`src/logic/vofc_pkg.sv`:
```
// Package with register map, reset values, field layouts and carrier types for the video output controls.
package vofc_pkg;

   localparam logic [7:0] OFS_U_GAIN       = 8'h2B;
   localparam logic [7:0] OFS_V_GAIN       = 8'h2C;
   localparam logic [7:0] OFS_LINE_START   = 8'h2D;
   localparam logic [7:0] OFS_LINE_END     = 8'h2E;
   localparam logic [7:0] OFS_CHROMA_TRACK = 8'h2F;
   localparam logic [7:0] OFS_POLARITY     = 8'h30;
   localparam logic [7:0] OFS_RANGE        = 8'h31;
   localparam logic [7:0] OFS_INVALID_Y    = 8'h32;
   localparam logic [7:0] OFS_INVALID_CB   = 8'h33;
   localparam logic [7:0] OFS_INVALID_CR   = 8'h34;
   localparam logic [7:0] OFS_BLANK_Y      = 8'h35;
   localparam logic [7:0] OFS_BLANK_CB     = 8'h36;
   localparam logic [7:0] OFS_BLANK_CR     = 8'h37;
   localparam logic [7:0] OFS_EXTRA        = 8'h38;

   localparam logic [7:0] RST_GAIN         = 8'h00;
   localparam logic [7:0] RST_LINE_START   = 8'h00;
   localparam logic [7:0] RST_LINE_END     = 8'h00;
   localparam logic [7:0] RST_CHROMA_TRACK = 8'h00;
   localparam logic [7:0] RST_POLARITY     = 8'h00;
   localparam logic [7:0] RST_RANGE        = 8'h00;
   localparam logic [7:0] RST_LUMA_CODE    = 8'h10;
   localparam logic [7:0] RST_CHROMA_CODE  = 8'h80;
   localparam logic [7:0] RST_EXTRA        = 8'h00;

   // Field positions inside the line start register.
   localparam int POS_EVEN_LSB   = 0;
   localparam int POS_ODD_LSB    = 1;
   localparam int POS_START_MSB  = 7;
   localparam int POS_START_LSB  = 2;
   // Field positions inside the chroma tracking register.
   localparam int POS_FREQ_TC    = 0;
   localparam int POS_GAIN_TC    = 2;
   localparam int POS_DEMOD      = 4;
   // Field positions inside the polarity register.
   localparam int POS_HS1_PL     = 0;
   localparam int POS_VAV_PL     = 1;
   localparam int POS_HS2_PL     = 2;
   localparam int POS_ENHANCED_HORIZ_WINDOW_PL    = 3;
   localparam int POS_HAV_PL     = 4;
   localparam int POS_ODD_PL     = 5;
   localparam int POS_VS_PL      = 6;
   localparam int POS_ENHANCED_VERT_WINDOW_PL    = 7;
   // Field positions inside the range and extra registers.
   localparam int POS_RANGE      = 7;
   localparam int POS_BURST      = 0;
   localparam int POS_ADC_PD     = 3;
   localparam int POS_SCALER_OFF = 6;
   localparam int POS_CLOCHE     = 7;

   // Writable bits of registers that carry reserved zeros.
   localparam logic [7:0] MASK_CHROMA_TRACK = 8'h3F;
   localparam logic [7:0] MASK_RANGE        = 8'h80;
   localparam logic [7:0] MASK_EXTRA        = 8'hC9;

   localparam logic [9:0] LINE_BASE = 10'h004;

   localparam logic [7:0] FULL_MIN   = 8'h01;
   localparam logic [7:0] FULL_MAX   = 8'hFE;
   localparam logic [7:0] STD_MIN    = 8'h10;
   localparam logic [7:0] STD_Y_MAX  = 8'hEB;
   localparam logic [7:0] STD_C_MAX  = 8'hF0;

   typedef enum logic [1:0] {
      VOFC_TC_SLOWER = 2'h0,
      VOFC_TC_SLOW   = 2'h1,
      VOFC_TC_FAST   = 2'h2,
      VOFC_TC_FASTER = 2'h3
   } vofc_track_e;

   typedef enum logic [1:0] {
      VOFC_DEMOD_ON      = 2'h0,
      VOFC_DEMOD_DIGITAL = 2'h1,
      VOFC_DEMOD_CB_LAG  = 2'h2,
      VOFC_DEMOD_CR_LAG  = 2'h3
   } vofc_demod_e;

   typedef struct packed {
      logic [7:0] y;
      logic [7:0] u;
      logic [7:0] v;
   } vofc_pixel_s;

   typedef struct packed {
      logic enhanced_vert_window;
      logic vs;
      logic odd;
      logic horiz_active_window;
      logic enhanced_horiz_window;
      logic hs2;
      logic vert_active_window;
      logic hs1;
   } vofc_timing_s;

endpackage : vofc_pkg

```
`src/logic/vofc_controls.sv`:
```
// Video output format control registers and the logic that applies them in the pixel clock domain.
//
// Function
// - Cloche bypass bit: 0 keeps SECAM cloche filter active, 1 bypasses it at DC.
// - Separate 8-bit U and V chroma gain values, nominal zero.
// - Window start: six register bits plus field LSB, 7-bit, zero means line 4.
// - Window end: eight register bits plus field LSB, 9-bit, zero means line 4.
// - One stored LSB serves start and end in even field, another in odd.
// - Two-bit chroma frequency tracking constant, slower to faster, default slower.
// - Two-bit chroma gain tracking constant, slower to faster, default slower.
// - Demodulation mode 0 demodulates; mode 1 bypasses for digital component input.
// - Mode 2 bypasses for analog component and lags Cb half a pixel clock.
// - Mode 3 bypasses for analog component and lags Cr half a pixel clock.
// - Each timing output has its own polarity bit; field polarity also inverts F.
// - Vertical sync polarity also inverts the embedded vertical blanking flag.
// - Range bit 0 clamps luma, chroma and RGB codes to 1 through 254.
// - Range bit 1 clamps luma 16-235, chroma 16-240, RGB 16-240.
// - Inside horizontal window but outside enhanced window, output invalid codes.
// - Outside horizontal window, output separate programmable blank codes.
// - A select bit chooses the colour killer burst threshold.
// - Threshold select 0 means 11 IRE burst level, 1 means 5.5 IRE.
// - Scaler blanking bit 0 runs scaler through vertical blanking; 1 stops it.
`timescale 1ns/1ps
module vofc_controls (
   input  wire logic                    clk,
   input  wire logic                    reset_n,
   input  wire logic [7:0]              reg_index,
   input  wire logic                    reg_write,
   input  wire logic [7:0]              reg_wdata,
   input  wire logic                    reg_read,
   output logic [7:0]                   reg_rdata,
   output logic                         reg_rvalid,
   input  vofc_pkg::vofc_timing_s       timing_in,
   input  wire logic                    vblank_in,
   input  wire logic [9:0]              line_number,
   input  vofc_pkg::vofc_pixel_s        pixel_in,
   input  wire logic                    rgb_mode,
   output vofc_pkg::vofc_timing_s       timing_out,
   output logic                         field_bit,
   output logic                         vblank_bit,
   output logic                         vert_window_hit,
   output vofc_pkg::vofc_pixel_s        pixel_out,
   output logic [7:0]                   u_gain_value,
   output logic [7:0]                   v_gain_value,
   output vofc_pkg::vofc_track_e        chroma_freq_time_const,
   output vofc_pkg::vofc_track_e        chroma_gain_time_const,
   output vofc_pkg::vofc_demod_e        demod_bypass_mode,
   output logic                         demod_bypass,
   output logic                         analog_component,
   output logic                         cb_half_delay,
   output logic                         cr_half_delay,
   output logic                         cloche_bypass,
   output logic                         burst_threshold_select,
   output logic                         auto_chroma_adc_powerdown,
   output logic                         scaler_run,
   output logic [9:0]                   active_start_line,
   output logic [9:0]                   active_end_line
);

   logic [7:0] u_gain_adjust;
   logic [7:0] v_gain_adjust;
   logic [7:0] active_line_start;
   logic [7:0] active_line_end;
   logic [7:0] chroma_tracking_ctrl;
   logic [7:0] timing_polarity_ctrl;
   logic [7:0] output_range_ctrl;
   logic [7:0] invalid_luma_code;
   logic [7:0] invalid_cb_code;
   logic [7:0] invalid_cr_code;
   logic [7:0] blank_luma_code;
   logic [7:0] blank_cb_code;
   logic [7:0] blank_cr_code;
   logic [7:0] extra_chroma_ctrl;

   // Next values of the stored registers.
   logic [7:0] next_u_gain_adjust;
   logic [7:0] next_v_gain_adjust;
   logic [7:0] next_active_line_start;
   logic [7:0] next_active_line_end;
   logic [7:0] next_chroma_tracking_ctrl;
   logic [7:0] next_timing_polarity_ctrl;
   logic [7:0] next_output_range_ctrl;
   logic [7:0] next_invalid_luma_code;
   logic [7:0] next_invalid_cb_code;
   logic [7:0] next_invalid_cr_code;
   logic [7:0] next_blank_luma_code;
   logic [7:0] next_blank_cb_code;
   logic [7:0] next_blank_cr_code;
   logic [7:0] next_extra_chroma_ctrl;

   // Register file: writes land at the edge on which reg_write is high.
   always_comb begin
      next_u_gain_adjust        = u_gain_adjust;
      next_v_gain_adjust        = v_gain_adjust;
      next_active_line_start    = active_line_start;
      next_active_line_end      = active_line_end;
      next_chroma_tracking_ctrl = chroma_tracking_ctrl;
      next_timing_polarity_ctrl = timing_polarity_ctrl;
      next_output_range_ctrl    = output_range_ctrl;
      next_invalid_luma_code    = invalid_luma_code;
      next_invalid_cb_code      = invalid_cb_code;
      next_invalid_cr_code      = invalid_cr_code;
      next_blank_luma_code      = blank_luma_code;
      next_blank_cb_code        = blank_cb_code;
      next_blank_cr_code        = blank_cr_code;
      next_extra_chroma_ctrl    = extra_chroma_ctrl;
      // Unmapped indices fall through and change nothing.
      if (reg_write) begin
         if (reg_index == vofc_pkg::OFS_U_GAIN) begin
            next_u_gain_adjust = reg_wdata;
         end else if (reg_index == vofc_pkg::OFS_V_GAIN) begin
            next_v_gain_adjust = reg_wdata;
         end else if (reg_index == vofc_pkg::OFS_LINE_START) begin
            next_active_line_start = reg_wdata;
         end else if (reg_index == vofc_pkg::OFS_LINE_END) begin
            next_active_line_end = reg_wdata;
         end else if (reg_index == vofc_pkg::OFS_CHROMA_TRACK) begin
            next_chroma_tracking_ctrl = reg_wdata & vofc_pkg::MASK_CHROMA_TRACK;
         end else if (reg_index == vofc_pkg::OFS_POLARITY) begin
            next_timing_polarity_ctrl = reg_wdata;
         end else if (reg_index == vofc_pkg::OFS_RANGE) begin
            next_output_range_ctrl = reg_wdata & vofc_pkg::MASK_RANGE;
         end else if (reg_index == vofc_pkg::OFS_INVALID_Y) begin
            next_invalid_luma_code = reg_wdata;
         end else if (reg_index == vofc_pkg::OFS_INVALID_CB) begin
            next_invalid_cb_code = reg_wdata;
         end else if (reg_index == vofc_pkg::OFS_INVALID_CR) begin
            next_invalid_cr_code = reg_wdata;
         end else if (reg_index == vofc_pkg::OFS_BLANK_Y) begin
            next_blank_luma_code = reg_wdata;
         end else if (reg_index == vofc_pkg::OFS_BLANK_CB) begin
            next_blank_cb_code = reg_wdata;
         end else if (reg_index == vofc_pkg::OFS_BLANK_CR) begin
            next_blank_cr_code = reg_wdata;
         end else if (reg_index == vofc_pkg::OFS_EXTRA) begin
            next_extra_chroma_ctrl = reg_wdata & vofc_pkg::MASK_EXTRA;
         end
      end
   end

   // Reserved bits are dropped on write.
   always_ff @(posedge clk or negedge reset_n) begin
      if (!reset_n) begin
         u_gain_adjust        <= vofc_pkg::RST_GAIN;
         v_gain_adjust        <= vofc_pkg::RST_GAIN;
         active_line_start    <= vofc_pkg::RST_LINE_START;
         active_line_end      <= vofc_pkg::RST_LINE_END;
         chroma_tracking_ctrl <= vofc_pkg::RST_CHROMA_TRACK;
         timing_polarity_ctrl <= vofc_pkg::RST_POLARITY;
         output_range_ctrl    <= vofc_pkg::RST_RANGE;
         invalid_luma_code    <= vofc_pkg::RST_LUMA_CODE;
         invalid_cb_code      <= vofc_pkg::RST_CHROMA_CODE;
         invalid_cr_code      <= vofc_pkg::RST_CHROMA_CODE;
         blank_luma_code      <= vofc_pkg::RST_LUMA_CODE;
         blank_cb_code        <= vofc_pkg::RST_CHROMA_CODE;
         blank_cr_code        <= vofc_pkg::RST_CHROMA_CODE;
         extra_chroma_ctrl    <= vofc_pkg::RST_EXTRA;
      end else begin
         u_gain_adjust        <= next_u_gain_adjust;
         v_gain_adjust        <= next_v_gain_adjust;
         active_line_start    <= next_active_line_start;
         active_line_end      <= next_active_line_end;
         chroma_tracking_ctrl <= next_chroma_tracking_ctrl;
         timing_polarity_ctrl <= next_timing_polarity_ctrl;
         output_range_ctrl    <= next_output_range_ctrl;
         invalid_luma_code    <= next_invalid_luma_code;
         invalid_cb_code      <= next_invalid_cb_code;
         invalid_cr_code      <= next_invalid_cr_code;
         blank_luma_code      <= next_blank_luma_code;
         blank_cb_code        <= next_blank_cb_code;
         blank_cr_code        <= next_blank_cr_code;
         extra_chroma_ctrl    <= next_extra_chroma_ctrl;
      end
   end

   // Read port: data appears one edge after the strobe; unmapped indices read zero.
   // A read in the same cycle as a write returns the old value.
   logic [7:0] read_mux;
   logic [7:0] next_reg_rdata;
   logic       next_reg_rvalid;

   always_comb begin
      if (reg_index == vofc_pkg::OFS_U_GAIN) begin
         read_mux = u_gain_adjust;
      end else if (reg_index == vofc_pkg::OFS_V_GAIN) begin
         read_mux = v_gain_adjust;
      end else if (reg_index == vofc_pkg::OFS_LINE_START) begin
         read_mux = active_line_start;
      end else if (reg_index == vofc_pkg::OFS_LINE_END) begin
         read_mux = active_line_end;
      end else if (reg_index == vofc_pkg::OFS_CHROMA_TRACK) begin
         read_mux = chroma_tracking_ctrl;
      end else if (reg_index == vofc_pkg::OFS_POLARITY) begin
         read_mux = timing_polarity_ctrl;
      end else if (reg_index == vofc_pkg::OFS_RANGE) begin
         read_mux = output_range_ctrl;
      end else if (reg_index == vofc_pkg::OFS_INVALID_Y) begin
         read_mux = invalid_luma_code;
      end else if (reg_index == vofc_pkg::OFS_INVALID_CB) begin
         read_mux = invalid_cb_code;
      end else if (reg_index == vofc_pkg::OFS_INVALID_CR) begin
         read_mux = invalid_cr_code;
      end else if (reg_index == vofc_pkg::OFS_BLANK_Y) begin
         read_mux = blank_luma_code;
      end else if (reg_index == vofc_pkg::OFS_BLANK_CB) begin
         read_mux = blank_cb_code;
      end else if (reg_index == vofc_pkg::OFS_BLANK_CR) begin
         read_mux = blank_cr_code;
      end else if (reg_index == vofc_pkg::OFS_EXTRA) begin
         read_mux = extra_chroma_ctrl;
      end else begin
         read_mux = 8'h00;
      end
      next_reg_rvalid = reg_read;
      next_reg_rdata  = reg_read ? read_mux : reg_rdata;
   end

   always_ff @(posedge clk or negedge reset_n) begin
      if (!reset_n) begin
         reg_rdata  <= 8'h00;
         reg_rvalid <= 1'b0;
      end else begin
         reg_rdata  <= next_reg_rdata;
         reg_rvalid <= next_reg_rvalid;
      end
   end

   // Static controls go straight from the stored bits to the datapath.
   assign u_gain_value              = u_gain_adjust;
   assign v_gain_value              = v_gain_adjust;
   assign chroma_freq_time_const    = vofc_pkg::vofc_track_e'(chroma_tracking_ctrl[vofc_pkg::POS_FREQ_TC +: 2]);
   assign chroma_gain_time_const    = vofc_pkg::vofc_track_e'(chroma_tracking_ctrl[vofc_pkg::POS_GAIN_TC +: 2]);
   assign demod_bypass_mode         = vofc_pkg::vofc_demod_e'(chroma_tracking_ctrl[vofc_pkg::POS_DEMOD +: 2]);
   assign cloche_bypass             = extra_chroma_ctrl[vofc_pkg::POS_CLOCHE];
   assign burst_threshold_select    = extra_chroma_ctrl[vofc_pkg::POS_BURST];
   assign auto_chroma_adc_powerdown = extra_chroma_ctrl[vofc_pkg::POS_ADC_PD];

   // The half-period lag needs the falling pixel edge, so it is left to the analog front end as a select.
   always_comb begin
      demod_bypass     = 1'b0;
      analog_component = 1'b0;
      cb_half_delay    = 1'b0;
      cr_half_delay    = 1'b0;
      case (demod_bypass_mode)
         vofc_pkg::VOFC_DEMOD_ON: begin
            demod_bypass = 1'b0;
         end
         vofc_pkg::VOFC_DEMOD_DIGITAL: begin
            demod_bypass = 1'b1;
         end
         vofc_pkg::VOFC_DEMOD_CB_LAG: begin
            demod_bypass     = 1'b1;
            analog_component = 1'b1;
            cb_half_delay    = 1'b1;
         end
         vofc_pkg::VOFC_DEMOD_CR_LAG: begin
            demod_bypass     = 1'b1;
            analog_component = 1'b1;
            cr_half_delay    = 1'b1;
         end
         default: begin
            demod_bypass = 1'b0;
         end
      endcase
   end

   // Window line numbers for the field now being output.
   // Ten bits hold the largest end line with its base added.
   function automatic logic [9:0] window_line(input logic [7:0] upper, input logic lsb);
      window_line = {1'b0, upper, lsb} + vofc_pkg::LINE_BASE;
   endfunction : window_line

   // The limits follow the incoming field flag.
   logic field_lsb;
   logic [9:0] next_active_start_line;
   logic [9:0] next_active_end_line;
   logic       next_vert_window_hit;

   always_comb begin
      field_lsb = timing_in.odd ? active_line_start[vofc_pkg::POS_ODD_LSB]
                                : active_line_start[vofc_pkg::POS_EVEN_LSB];
      next_active_start_line = window_line({2'b00, active_line_start[vofc_pkg::POS_START_MSB:vofc_pkg::POS_START_LSB]},
                                           field_lsb);
      next_active_end_line   = window_line(active_line_end, field_lsb);
      next_vert_window_hit   = (line_number >= next_active_start_line) && (line_number <= next_active_end_line);
   end

   always_ff @(posedge clk or negedge reset_n) begin
      if (!reset_n) begin
         active_start_line <= vofc_pkg::LINE_BASE;
         active_end_line   <= vofc_pkg::LINE_BASE;
         vert_window_hit   <= 1'b0;
      end else begin
         active_start_line <= next_active_start_line;
         active_end_line   <= next_active_end_line;
         vert_window_hit   <= next_vert_window_hit;
      end
   end

   // Timing outputs: one flop of latency keeps them aligned with the registered pixel data.
   vofc_pkg::vofc_timing_s next_timing_out;
   logic                   next_field_bit;
   logic                   next_vblank_bit;
   logic                   next_scaler_run;

   always_comb begin
      next_timing_out = timing_in ^ timing_polarity_ctrl;
      next_field_bit  = timing_in.odd ^ timing_polarity_ctrl[vofc_pkg::POS_ODD_PL];
      next_vblank_bit = vblank_in ^ timing_polarity_ctrl[vofc_pkg::POS_VS_PL];
      // The scaler itself sits outside; this is only its run request.
      next_scaler_run = timing_in.vert_active_window || !extra_chroma_ctrl[vofc_pkg::POS_SCALER_OFF];
   end

   always_ff @(posedge clk or negedge reset_n) begin
      if (!reset_n) begin
         timing_out <= '0;
         field_bit  <= 1'b0;
         vblank_bit <= 1'b0;
         scaler_run <= 1'b1;
      end else begin
         timing_out <= next_timing_out;
         field_bit  <= next_field_bit;
         vblank_bit <= next_vblank_bit;
         scaler_run <= next_scaler_run;
      end
   end

   // Substitute codes skip the clamp on purpose.
   vofc_pixel_format u_pixel_format (
      .clk          (clk),
      .reset_n      (reset_n),
      .pixel_in     (pixel_in),
      .horiz_active_window          (timing_in.horiz_active_window),
      .enhanced_horiz_window         (timing_in.enhanced_horiz_window),
      .rgb_mode     (rgb_mode),
      .range_std    (output_range_ctrl[vofc_pkg::POS_RANGE]),
      .invalid_code ({invalid_luma_code, invalid_cb_code, invalid_cr_code}),
      .blank_code   ({blank_luma_code, blank_cb_code, blank_cr_code}),
      .pixel_out    (pixel_out)
   );

endmodule : vofc_controls

```
`src/logic/vofc_pixel_format.sv`:
```
// Output pixel stage: substitute codes outside the active windows and range clamping.
`timescale 1ns/1ps
module vofc_pixel_format (
   input  wire logic                 clk,
   input  wire logic                 reset_n,
   input  vofc_pkg::vofc_pixel_s     pixel_in,
   input  wire logic                 horiz_active_window,
   input  wire logic                 enhanced_horiz_window,
   input  wire logic                 rgb_mode,
   input  wire logic                 range_std,
   input  vofc_pkg::vofc_pixel_s     invalid_code,
   input  vofc_pkg::vofc_pixel_s     blank_code,
   output vofc_pkg::vofc_pixel_s     pixel_out
);

   vofc_pkg::vofc_pixel_s next_pixel_out;

   function automatic logic [7:0] clamp_code(input logic [7:0] code,
                                             input logic [7:0] lo,
                                             input logic [7:0] hi);
      if (code < lo) begin
         clamp_code = lo;
      end else if (code > hi) begin
         clamp_code = hi;
      end else begin
         clamp_code = code;
      end
   endfunction : clamp_code

   logic [7:0] lo_lim;
   logic [7:0] y_hi;
   logic [7:0] c_hi;

   always_comb begin
      lo_lim = range_std ? vofc_pkg::STD_MIN : vofc_pkg::FULL_MIN;
      // Under RGB all three components share the wider chroma ceiling.
      y_hi   = !range_std ? vofc_pkg::FULL_MAX : (rgb_mode ? vofc_pkg::STD_C_MAX : vofc_pkg::STD_Y_MAX);
      c_hi   = range_std ? vofc_pkg::STD_C_MAX : vofc_pkg::FULL_MAX;
      if (!horiz_active_window) begin
         next_pixel_out = blank_code;
      end else if (!enhanced_horiz_window) begin
         next_pixel_out = invalid_code;
      end else begin
         next_pixel_out.y = clamp_code(pixel_in.y, lo_lim, y_hi);
         next_pixel_out.u = clamp_code(pixel_in.u, lo_lim, c_hi);
         next_pixel_out.v = clamp_code(pixel_in.v, lo_lim, c_hi);
      end
   end

   always_ff @(posedge clk or negedge reset_n) begin
      if (!reset_n) begin
         pixel_out <= '0;
      end else begin
         pixel_out <= next_pixel_out;
      end
   end

endmodule : vofc_pixel_format

```
`config.mk`:
```
export PLATFORM = sky130hd
export DESIGN_NAME = vofc_controls
export DESIGN_NICKNAME = d
export VERILOG_FILES = /design/src/logic/vofc_pkg.sv /design/src/logic/vofc_controls.sv /design/src/logic/vofc_pixel_format.sv
export SDC_FILE = /design/constraint.sdc
export NUM_CORES = 1
export LEC_CHECK = 0
export BUFFER_PORTS_ARGS = -buffer_cell sky130_fd_sc_hd__buf_2
export CORE_MARGIN = 5
export CORE_UTILIZATION = 35
export CTS_CLUSTER_DIAMETER = 80
export CTS_CLUSTER_SIZE = 14
export DETAILED_ROUTE_END_ITERATION = 12
export HOLD_SLACK_MARGIN = 0.03
export SYNTH_ARGS = -nofsm -noshare
export SYNTH_HDL_FRONTEND = slang
export SYNTH_SLANG_ARGS = --single-unit
```
`constraint.sdc`:
```
create_clock -name clk -period 2.5 [get_ports clk]
set_clock_uncertainty 0.2 [all_clocks]
set_input_delay 0.25 -clock clk [delete_from_list [all_inputs] [get_ports clk]]
set_output_delay 0.25 -clock clk [all_outputs]
set_load 0.01 [all_outputs]
```
==> results.cfg <==
[status]
status = completed

[setup_path]
cp.arrival_ns = 2.45
crit_type = flip-flop to flip-flop
end_kind = flip-flop
worst_setup_path_start_kind = flip-flop
cp_data_required_time_ns = 2.62
cp_max_fo = 5

[placed_design]
placed_area_um2 = 9650
dp_hpwl_mm = 19.3
gp_congestion = 0.906
dp_cells = 1215
port_buffers = 155

[timing]
min_period_over_period_pct = 93.4
min_period_ns = 2.33
worst_slew_pin_slew_ns = 0.564
max_freq_mhz = 428
fin_hold_ws_ns = 0.0279
relSlewSlack_pct = 62.4
rsz0062_at_grt = no
tns_ns = 0
final_max_slew_viol_count = 0
setup_violations = 0
hold_violations = 0

[logic_synthesis]
synth-edff-count = 0
yosys.area.top_type = dfrtp_1
yosysMostFrequentCell = dfrtp_1
synth_area_leaders = dfrtp_1 (45%), mux2_2 (11%), ha_1 (4.9%)
synth_cell_types = 72
ys_seq_area_share_pct = 48.0
synth_ff_type = dfrtp_1
syn_inst = 747
ys_seq_elements = 160
postSynth.asyncResetShare_pct = 100
yosysWarningCount = 0
synthTopCellsByCount = dfrtp_1 (151), mux2_2 (84), o21ai_0 (41), a21oi_1 (37), nand2_1 (35)
synth_top_area_share_pct = 45.2
syn_area_um2 = 8360
syn_avg_cell_area_um2 = 11.2

[final_layout]
area_growth_pct = 27.1
drive_above_1_share_pct = 36.3
final_cells = 1284
stdcell_area_um2 = 10600
reg_top3 = u_pixel_format.pixel_out: 24 flops, active_end_line: 10 flops
final_util_pct = 45.3
fin_nets = 1049
num_antenna_cells = 0
regMostFlops = u_pixel_format.pixel_out
largest_register_ffs = 24

[detailed_routing]
drt_iter0_drc = 538
antenna_left = 0
viasPerCell = 5.23
wl_per_cell_um = 20.2
drc = 0
firstDrtPassIters = 5
vias = 6710
wl_mm = 26.0

[global_routing]
grt_pass1_vias = 6725
gr-total-overflow = 0
antenna_found_initial = 0
grt_pass1_wl_mm = 39.6
grt_max_degree = 64
grt_util_all_layers_pct = 19.3

[power]
power_density_nw_per_um2 = 607
irDropWorstVdd_uv = 429
p_leak_nw = 5.19

[floorplan]
rows = 56
die_h_um = 165
core_um2 = 23500
die_w_um = 165
dieArea_um2 = 27100
start_util_pct = 35.6
ios = 158

[clocking]
root_buffer = clkbuf_16
cts_buffer_depth = 2
cts_tree = yes
clk_latency_ns = 0.43
numClockSinks = 160
numCtsBuffers = 17
clk_pin_slew_ns = 0.07
htreeDepth = 4

[job]
cap_violations = 0

[hold_path]
hp-class = input pin to flip-flop
==> logic make-up after synthesis <==
group	count (synthesis)	synth area share, %
compound gates	154	11.9
xor+xnor	17	1.78
fa+ha+maj	33	4.94
buf+inv	79	4.23
flops	160	48.0
mux	126	17.1
other cells	1	0.0448
simple gates	177	12.0
==> power by group <==
part           total, mW  internal (mW)  switching, mW
Combinational      0.945          0.410          0.535
Clock               2.65           1.51           1.14
Sequential          2.86           2.75          0.112
==> final cells by class <==
| class | instances | area, um2 |
|---|---|---|
| fillers | 2202 | 12800 |
| multi-input cells | 509 | 4020 |
| flip-flops and latches | 160 | 4020 |
| repair buffers | 231 | 1480 |
| clock buffers | 18 | 439 |
| well taps | 319 | 399 |
| clock inverters | 14 | 155 |
| inverters | 33 | 124 |
==> worst max-delay path: stages, from the launching register on <==
cell,delay (ns)
dfrtp_1,0.37
inv_1,0.08
nor2_1,0.19
ha_1,0.30
nand3_1,0.13
o21bai_1,0.14
a31oi_2,0.16
or2_2,0.30
a221o_1,0.33
==> timing repair <==
| action | CTS | global route |
|---|---|---|
| endpoints found under the hold margin | 190 | 0 |
| setup endpoints to repair | 0 | 1 |
| setup buffers | 0 | 1 |
| hold buffers | 36 | 0 |
| resized for setup | 0 | 3 |
==> metal layers <==
metal	track usage, %	share of wire (%)
met1	26.5	45
met2	31.2	47
met3	3.89	6.1
met4	5.48	1.9
met5	0	0
==> cell usage in the layout, fill, tap and decap left out, types with 5 or more instances in the layout <==
master / instances
a22oi_1: 6
o22ai_1: 8
dfstp_2: 9
nor2_2: 7
a211oi_1: 8
dfrtp_1: 151
nand4_1: 9
mux2_2: 84
nand3_1: 20
inv_6: 5
a21oi_1: 37
nand2_1: 35
buf_4: 37
o221ai_1: 7
nor2b_1: 24
buf_2: 154
nand2b_1: 9
inv_1: 33
o21ai_0: 41
nand3b_1: 6
mux2_1: 13
and2_1: 6
clkbuf_16: 17
clkinvlp_4: 5
xor2_1: 13
dlygate4sd3_1: 36
ha_1: 33
nor2_1: 28
mux2i_1: 25
==> path summary, 6_finish.rpt <==
check / from / end / slack (ns) / depth (start not counted)
setup / recovery: output_range_ctrl[7]$_DFFE_PN0P_ / u_pixel_format.pixel_out[17]$_DFF_PN0_ / 0.17 / 8
min in group asynchronous: reset_n / active_start_line[3]$_DFF_PN0_ / 0.07 / 2
max in group asynchronous: reset_n / invalid_luma_code[4]$_DFFE_PN1P_ / 1.32 / 3
hold reg to reg: active_line_start[2]$_DFFE_PN0P_ / active_start_line[1]$_DFF_PN0_ / 0.22 / 0
hold / removal: line_number[9] / vert_window_hit$_DFF_PN0_ / 0.03 / 4
setup reg to reg: output_range_ctrl[7]$_DFFE_PN0P_ / u_pixel_format.pixel_out[17]$_DFF_PN0_ / 0.17 / 8
==> metrics by stage <==
step                worst slack [ns]  power (mW)
global placement               0.157        3.80
CTS                            0.106        6.49
floorplan                     0.0943        3.38
finish                         0.165        6.46
global route                  0.0162        6.73
detailed placement             0.127        3.81
No activity file was read; power rests on OpenSTA's default activity.
